[src/include/scc_pkg.sv]
// Package for the strap configuration and clock-mode block.
package scc_pkg;
  localparam int SCC_LANES = 4;
  localparam int SCC_BYTE_W = 8;
  localparam int SCC_DATA_W = 32;
  localparam logic SCC_STRAP_LOW = 1'b0;
  localparam logic SCC_STRAP_HIGH = 1'b1;
  localparam int SCC_RESET_HOLD = 16;
  localparam logic [7:0] SCC_PARITY_CFG_INDEX = 8'h1b;
  localparam int SCC_PARITY_DIS_BIT = 0;
  localparam logic [3:0] SCC_CS_IDLE = 4'hf;

  // Captured strap configuration.
  typedef struct packed {
    logic double_clock;
    logic parity_mode;
    logic mem_dir_mode;
    logic rtc_internal;
  } scc_cfg_t;

  // Raw strap levels as seen on the pins.
  typedef struct packed {
    logic clock_mode_strap;
    logic cache_select_strap;
    logic pci_error_or_dir_pin;
    logic rtc_enable_strap;
  } scc_strap_t;
endpackage

[src/hdl/scc_strap_config.sv]
// Strap capture, clock-mode phase logic, DRAM parity and reset outputs.
`timescale 1ns/1ns
// Contract
// - Double-clock mode: CPU clock drives logic, PCI clock only gives phase.
// - Single-clock mode: PCI clock ignored, no phase recognition needed.
// - All state machines run on the CPU clock in both modes.
// - Clock strap low selects double-clock, high selects single-clock.
// - Cache strap high: shared pins are cache chip selects, no parity.
// - Cache strap low: shared pins carry DRAM parity, check reads, generate writes.
// - Read parity error in parity mode raises NMI toward the CPU.
// - Error pin strapped high works as PCI parity error with checking.
// - Error pin strapped low drives memory buffer direction.
// - Active-low system reset mirrors active-high reset with opposite polarity.
// - Software parity-check disable at index 1Bh blocks the interrupt.
// - RTC strap high enables internal RTC, low makes pin external chip select.
module scc_strap_config
  import scc_pkg::*;
#(
  parameter int RESET_HOLD = SCC_RESET_HOLD
)
(
  input wire logic sys_clk_i,
  input wire logic rst_i,
  input wire logic clock_mode_strap_i,
  input wire logic cache_select_strap_i,
  input wire logic pci_error_or_dir_pin_i,
  input wire logic rtc_enable_strap_i,
  input wire logic pci_clock_in_i,
  input wire logic cfg_wr_i,
  input wire logic [7:0] cfg_index_i,
  input wire logic [7:0] cfg_data_i,
  input wire logic dram_rd_i,
  input wire logic dram_wr_i,
  input wire logic [SCC_DATA_W-1:0] dram_wdata_i,
  input wire logic [SCC_DATA_W-1:0] dram_rdata_i,
  input wire logic [SCC_LANES-1:0] dram_parity_lines_i,
  input wire logic [SCC_LANES-1:0] cache_cs_req_i,
  input wire logic pci_perr_req_i,
  input wire logic mem_read_dir_i,
  output logic [SCC_LANES-1:0] shared_pins_o,
  output logic [SCC_LANES-1:0] shared_pins_oe_o,
  output logic pci_error_or_dir_pin_o,
  output logic pci_error_or_dir_pin_oe_o,
  output logic rtc_cs_n_o,
  output logic rtc_cs_oe_o,
  output logic rtc_internal_o,
  output logic double_clock_o,
  output logic pci_phase_o,
  output logic nmi_o,
  output logic system_reset_out_o,
  output logic system_reset_out_n_o,
  input wire logic rtc_cs_req_i
);

  localparam int HOLD_W = $clog2(RESET_HOLD + 1);
  localparam logic [HOLD_W-1:0] HOLD_MAX = HOLD_W'(RESET_HOLD);

  scc_cfg_t cfg_reg;
  logic captured_reg;
  logic [HOLD_W-1:0] hold_reg;
  logic par_dis_reg;
  logic [2:0] pci_sync_reg;
  logic pci_phase_reg;
  logic nmi_reg;
  logic [SCC_LANES-1:0] shared_reg;
  logic [SCC_LANES-1:0] shared_oe_reg;
  logic err_pin_reg;
  logic err_oe_reg;
  logic rtc_cs_reg;
  logic rtc_oe_reg;
  logic system_reset_out_reg;
  logic system_reset_out_n_reg;
  logic rd_pend_reg;
  logic [SCC_DATA_W-1:0] rdata_reg;
  logic [SCC_LANES-1:0] rpar_reg;
  scc_strap_t strap_pins;
  scc_strap_t strap_meta_reg;
  scc_strap_t strap_mid_reg;
  scc_strap_t strap_last_reg;
  logic pci_level_reg;

  // Strap levels are decoded once; low clock strap means double-clock.
  // Straps are board pins; the three flops have no reset, so they keep sampling
  // while reset is held and the level is already settled at release.
  assign strap_pins = {clock_mode_strap_i, cache_select_strap_i, pci_error_or_dir_pin_i, rtc_enable_strap_i};
  always_ff @(posedge sys_clk_i)
  begin
    strap_meta_reg <= strap_pins;
    strap_mid_reg <= strap_meta_reg;
    strap_last_reg <= strap_mid_reg;
  end
  wire strap_settled = (strap_mid_reg == strap_last_reg);

  scc_cfg_t strap_cfg;
  assign strap_cfg.double_clock = (strap_last_reg.clock_mode_strap == SCC_STRAP_LOW);
  assign strap_cfg.parity_mode = (strap_last_reg.cache_select_strap == SCC_STRAP_LOW);
  assign strap_cfg.mem_dir_mode = (strap_last_reg.pci_error_or_dir_pin == SCC_STRAP_LOW);
  assign strap_cfg.rtc_internal = (strap_last_reg.rtc_enable_strap == SCC_STRAP_HIGH);

  // Reset extension keeps the system reset out asserted while straps settle.
  wire hold_done = (hold_reg == HOLD_MAX);

  // Straps are taken on the first clock after release at which the second and
  // third flops agree, while system reset is still driven, so the asynchronous
  // reset never loads a pin value.
  always_ff @(posedge sys_clk_i or posedge rst_i)
  begin
    if (rst_i)
    begin
      cfg_reg <= '0;
      captured_reg <= 1'b0;
      hold_reg <= '0;
    end
    else
    begin
      if (!captured_reg && strap_settled)
      begin
        cfg_reg <= strap_cfg;
        captured_reg <= 1'b1;
      end
      if (!hold_done)
        hold_reg <= hold_reg + HOLD_W'(1);
    end
  end

  // Both reset pins come from one condition so their timing is identical.
  wire system_reset_out_next = !hold_done;
  always_ff @(posedge sys_clk_i or posedge rst_i)
  begin
    if (rst_i)
    begin
      system_reset_out_reg <= 1'b1;
      system_reset_out_n_reg <= 1'b0;
    end
    else
    begin
      system_reset_out_reg <= system_reset_out_next;
      system_reset_out_n_reg <= !system_reset_out_next;
    end
  end

  // Parity-check disable register written through configuration index 1Bh.
  wire par_cfg_hit = cfg_wr_i && (cfg_index_i == SCC_PARITY_CFG_INDEX);
  always_ff @(posedge sys_clk_i or posedge rst_i)
  begin
    if (rst_i)
      par_dis_reg <= 1'b0;
    else if (par_cfg_hit)
      par_dis_reg <= cfg_data_i[SCC_PARITY_DIS_BIT];
  end

  // PCI clock is a foreign signal; three flops, edge once second and third agree.
  // In single-clock mode the phase output is held low and the input unused.
  wire pci_agree = (pci_sync_reg[1] == pci_sync_reg[2]);
  wire pci_rise = pci_agree && pci_sync_reg[2] && !pci_level_reg;
  wire phase_next = cfg_reg.double_clock ? pci_rise : 1'b0;
  always_ff @(posedge sys_clk_i or posedge rst_i)
  begin
    if (rst_i)
    begin
      pci_sync_reg <= '0;
      pci_level_reg <= 1'b0;
      pci_phase_reg <= 1'b0;
    end
    else
    begin
      pci_sync_reg <= {pci_sync_reg[1:0], pci_clock_in_i};
      pci_level_reg <= pci_agree ? pci_sync_reg[2] : pci_level_reg;
      pci_phase_reg <= phase_next;
    end
  end

  // Even parity per byte lane for writes and for checking read data.
  function automatic logic [SCC_LANES-1:0] lane_parity(input logic [SCC_DATA_W-1:0] d);
    logic [SCC_LANES-1:0] p;
    p = '0;
    for (int i = 0; i < SCC_LANES; i++)
      p[i] = ^d[i*SCC_BYTE_W +: SCC_BYTE_W];
    return p;
  endfunction

  wire [SCC_LANES-1:0] wpar = lane_parity(dram_wdata_i);
  wire [SCC_LANES-1:0] rpar_calc = lane_parity(rdata_reg);
  wire par_err = rd_pend_reg && (rpar_calc != rpar_reg);
  wire nmi_set = par_err && cfg_reg.parity_mode && !par_dis_reg;

  // Read data and parity lines are registered, then compared a cycle later.
  always_ff @(posedge sys_clk_i or posedge rst_i)
  begin
    if (rst_i)
    begin
      rd_pend_reg <= 1'b0;
      rdata_reg <= '0;
      rpar_reg <= '0;
      nmi_reg <= 1'b0;
    end
    else
    begin
      rd_pend_reg <= dram_rd_i && cfg_reg.parity_mode && captured_reg;
      rdata_reg <= dram_rdata_i;
      rpar_reg <= dram_parity_lines_i;
      nmi_reg <= nmi_set;
    end
  end

  // Shared pins: cache selects when strap high, parity lines when low.
  // In parity mode they are driven only during writes and released for reads.
  wire [SCC_LANES-1:0] shared_next = cfg_reg.parity_mode ? wpar : cache_cs_req_i;
  wire [SCC_LANES-1:0] shared_oe_next = (!cfg_reg.parity_mode || dram_wr_i) ? {SCC_LANES{1'b1}} : '0;

  // Error pin is open-drain PCI parity error, or a driven direction output.
  wire err_next = cfg_reg.mem_dir_mode ? mem_read_dir_i : 1'b0;
  wire err_oe_next = cfg_reg.mem_dir_mode ? 1'b1 : pci_perr_req_i;

  // External RTC select exists only when the internal RTC is strapped off.
  wire rtc_cs_next = !rtc_cs_req_i;
  wire rtc_oe_next = !cfg_reg.rtc_internal;

  // Pins stay released until the straps are captured and reset extension ends,
  // so the board resistors are not fought during sampling.
  wire pins_live = captured_reg && hold_done;
  always_ff @(posedge sys_clk_i or posedge rst_i)
  begin
    if (rst_i)
    begin
      shared_reg <= SCC_CS_IDLE;
      shared_oe_reg <= '0;
      err_pin_reg <= 1'b0;
      err_oe_reg <= 1'b0;
      rtc_cs_reg <= 1'b1;
      rtc_oe_reg <= 1'b0;
    end
    else
    begin
      shared_reg <= shared_next;
      shared_oe_reg <= pins_live ? shared_oe_next : '0;
      err_pin_reg <= err_next;
      err_oe_reg <= pins_live && err_oe_next;
      rtc_cs_reg <= rtc_cs_next;
      rtc_oe_reg <= pins_live && rtc_oe_next;
    end
  end

  assign shared_pins_o = shared_reg;
  assign shared_pins_oe_o = shared_oe_reg;
  assign pci_error_or_dir_pin_o = err_pin_reg;
  assign pci_error_or_dir_pin_oe_o = err_oe_reg;
  assign rtc_cs_n_o = rtc_cs_reg;
  assign rtc_cs_oe_o = rtc_oe_reg;
  assign rtc_internal_o = cfg_reg.rtc_internal;
  assign double_clock_o = cfg_reg.double_clock;
  assign pci_phase_o = pci_phase_reg;
  assign nmi_o = nmi_reg;
  assign system_reset_out_o = system_reset_out_reg;
  assign system_reset_out_n_o = system_reset_out_n_reg;
endmodule

[config.mk]
export PLATFORM = sky130hd
export DESIGN_NAME = scc_strap_config
export DESIGN_NICKNAME = d
export VERILOG_FILES = /design/src/include/scc_pkg.sv /design/src/hdl/scc_strap_config.sv
export SDC_FILE = /design/constraint.sdc
export NUM_CORES = 1
export LEC_CHECK = 0
export ABC_AREA = 1
export BUFFER_PORTS_ARGS = -buffer_cell sky130_fd_sc_hd__buf_2
export CAP_MARGIN = 20
export CORE_ASPECT_RATIO = 0.5
export CORE_UTILIZATION = 30
export CTS_CLUSTER_SIZE = 10
export DETAILED_ROUTE_END_ITERATION = 7
export PLACE_DENSITY = 0.51
export SLEW_MARGIN = 20
export SYNTH_ARGS = -nofsm -noshare
export SYNTH_HDL_FRONTEND = slang
export SYNTH_SLANG_ARGS = --single-unit
[constraint.sdc]
create_clock -name sys_clk_i -period 2.7 [get_ports sys_clk_i]
set_clock_uncertainty 0.05 [all_clocks]
set_input_delay 0.27 -clock sys_clk_i [delete_from_list [all_inputs] [get_ports sys_clk_i]]
set_output_delay 0.27 -clock sys_clk_i [all_outputs]
set_load 0.05 [all_outputs]
==> results.md <==
- Status: complete, no violations
- Placer Congestion: 0.711
- Seq pwr share: 0.390
- Final Cycle Share: 0.525
- Vias per std cell: 3.81
- Routed Wire Length: 5.47 mm
- Total grt overflow: 0
- Switching fraction of total power: 0.305
- Required @ worst endpoint: 2.38 ns
- RSZ-0062 raised after global routing: no
- Leak pwr: 2.30 nW
- Area taken by multi-input logic gates: 1020 µm²
- Post-route ant nets: 0
- Met3 Use GR: 0.0348
- Clock Tree Root: clkbuf_16
- # rows: 25
- Crit path DAT: 1.10 ns
- Post-synth top area cell: dfrtp_1
- Synth Warn #: 0
- Hold slack: 0.0763 ns
- Cts repair resizes: 0
- Max incr delay on CP: 0.52 ns
- Post-synth top area share: 0.486
- Max FFs per register: 32
- Placed cells: 526
- Drt wl/cell: 9.34 µm
- Delay-heaviest family, CP: flip-flops
- CTS tree: yes
- TritonCTS buffer count: 9
- Fill cells: 927
- Clk slew on worst S/H paths: 0.06 ns
- Register bit total from synthesis: 77
- Post-Layout Cell Count: 585
- Max Fclk: 706 MHz
- Net load switching power: 0.00109 W
- M2 GR Usage: 0.210
- Cell Int Power: 0.00247 W
- Starting DRT DRC Count: 54
- Post-CTS setup buffer count: 0
- Worst setup margin: 1.28 ns
- Layout cells sized above 1: 0.309
- Syn Std Cell Area: 3040 µm²
- Critical Path Sink Type: output pin
- Sequential cell area: 1870 µm²
- Most common cell after layout, fill and taps aside: buf_2
- Count of cell types in the netlist: 21
- Vias: 2230
- Share of power burned in the clock network: 0.368
- Gr usage total: 0.113
- Die area: 10600 µm²
- Pre-antenna DRT Iters: 4
- Nets: 549
- Final setup violation count: 0
- Comb pwr share: 0.242
- Crit path cell chain: buf_2
- Worst slack, placed: 1.36 ns
- Met1 Use GR: 0.115
- CP bufs+invs: 1
- Die X-Extent: 144 µm
- CTS max path bufs: 2
- Pin count of the biggest net entering global routing: 26
- Crit path launch type: flop
- Sequential fraction of the synthesis area: 0.616
- Mapped Cells: 281
- Antenna violations before repair: 0
- HP Class: in -> reg
- Post-route setup TNS: 0 ns
- First-pass GRT wire length: 8.87 mm
- Most frequent cells in the layout: 111 x buf_2, 68 x nand2_1, 59 x dfrtp_1
- CTS sink cnt: 77
- Total core area: 9630 µm²
- Synthesis-to-finish area growth: 49.0%
- Final Max Tran Viols: 0
- Crit Path Class: reg -> out
- Avg Cell Area, Syn: 10.8 µm²
- Clock H-tree levels: 3
- Most Used Layer, Global Route: met2
- Peak VDD IR: 327 µV
- Crit path max-delay cell type: dfstp_2
- Dpl hpwl: 4.02 mm
- Synth top area cells: dfrtp_1 49%, xnor2_1 8.6%, nand2_1 8.4%, dfxtp_1 7.9%, xor2_1 6.9%
- Max-Cap Viols: 0
- DRC violations left: 0
- Worst-Margin Slew: 0.390 ns
- Initial Util: 0.316
- Port bufs: 111
- Vias in the first global route: 2146
- Slew HR: 0.740
- # IOs: 119
- Pwr/cell area: 785 nW/µm²
- Tmin final: 1.42 ns
- Net Count, Synth: 385
- CP max FO: 1
- Hold Vio Cnt, Final: 0
- ANT cells: 0
- Die height: 73.2 µm
- Worst-Skew Late Latency: 0.32 ns
- Final core occ: 0.470
## logic make-up after synthesis
| group | count (synthesis) | synth area share |
|---|---|---|
| xor gates and xnor gates | 54 | 0.156 |
| buffers and inverters | 35 | 0.0469 |
| muxes | 1 | 0.00370 |
| adders and majority gates | 3 | 0.0123 |
| and+or+nand+nor | 100 | 0.147 |
| DFF | 77 | 0.616 |
| AOI/OAI and AO/OA | 11 | 0.0181 |
## cell type report
cell class	count	area share
sequential	77	0.414
timing repair buffer	156	0.221
clock buffer	14	0.0677
multi-input combinational	169	0.226
clock inverter	2	0.00773
inverter	32	0.0265
tap	135	0.0373
## metrics by stage
stage          area [µm²]  power (W)
2_1_floorplan        3040    0.00204
3_3_place_gp         3760    0.00223
3_5_place_dp         3760    0.00224
4_1_cts              4530    0.00362
5_1_grt              4530    0.00375
6_report             4530    0.00356
## routing by layer
layer | routed length (µm) | part of all wire
met1 | 2270 | 0.41
met2 | 2840 | 0.52
met3 | 248 | 0.045
met5 | 0 | 0
met4 | 110 | 0.020
## Yosys cell counts
| cell | number |
|---|---|
| nand4_1 | 1 |
| buf_4 | 3 |
| nand4_4 | 1 |
| xor2_1 | 24 |
| mux2_2 | 1 |
| nor4_1 | 1 |
| xnor2_1 | 30 |
| o21ai_1 | 4 |
| dfrtp_1 | 59 |
| nand3_1 | 14 |
| nor3_4 | 1 |
| a21oi_1 | 1 |
| dfstp_2 | 6 |
| inv_1 | 32 |
| o21ai_0 | 6 |
| nor3b_1 | 1 |
| nor3b_4 | 1 |
| nand2_1 | 68 |
| dfxtp_1 | 12 |
| ha_1 | 3 |
| nor2_1 | 12 |
## power groups by stage
stage	combinational, W	clock [W]	sequential [W]
after floorplan	0.000377	0	0.00166
after detailed placement	0.000827	0	0.00141
after CTS	0.000876	0.00136	0.00139
after global routing	0.000941	0.00141	0.00141
after global placement	0.000821	0	0.00141
final	0.000862	0.00131	0.00139
## path summary, 6_finish.rpt
check | start | endpoint | slack [ns] | cells after the start
max in group asynchronous | rst_i | shared_pins_o[2] | 1.46 | 4
min reg2reg | strap_meta_reg[1] | strap_mid_reg[1] | 0.28 | 0
min | mem_read_dir_i | pci_error_or_dir_pin_o | 0.08 | 3
min in group asynchronous | rst_i | rdata_reg[6] | 0.42 | 3
max | shared_pins_o[3] | shared_pins_o[3] | 1.28 | 1
max reg2reg | hold_reg[0] | hold_reg[1] | 1.35 | 7
## what timing repair did
action	CTS	global route
hold buffers	43	0
endpoints found under the setup margin	0	0
endpoints found under the hold margin	59	0
(Power assumes the default switching activity.)
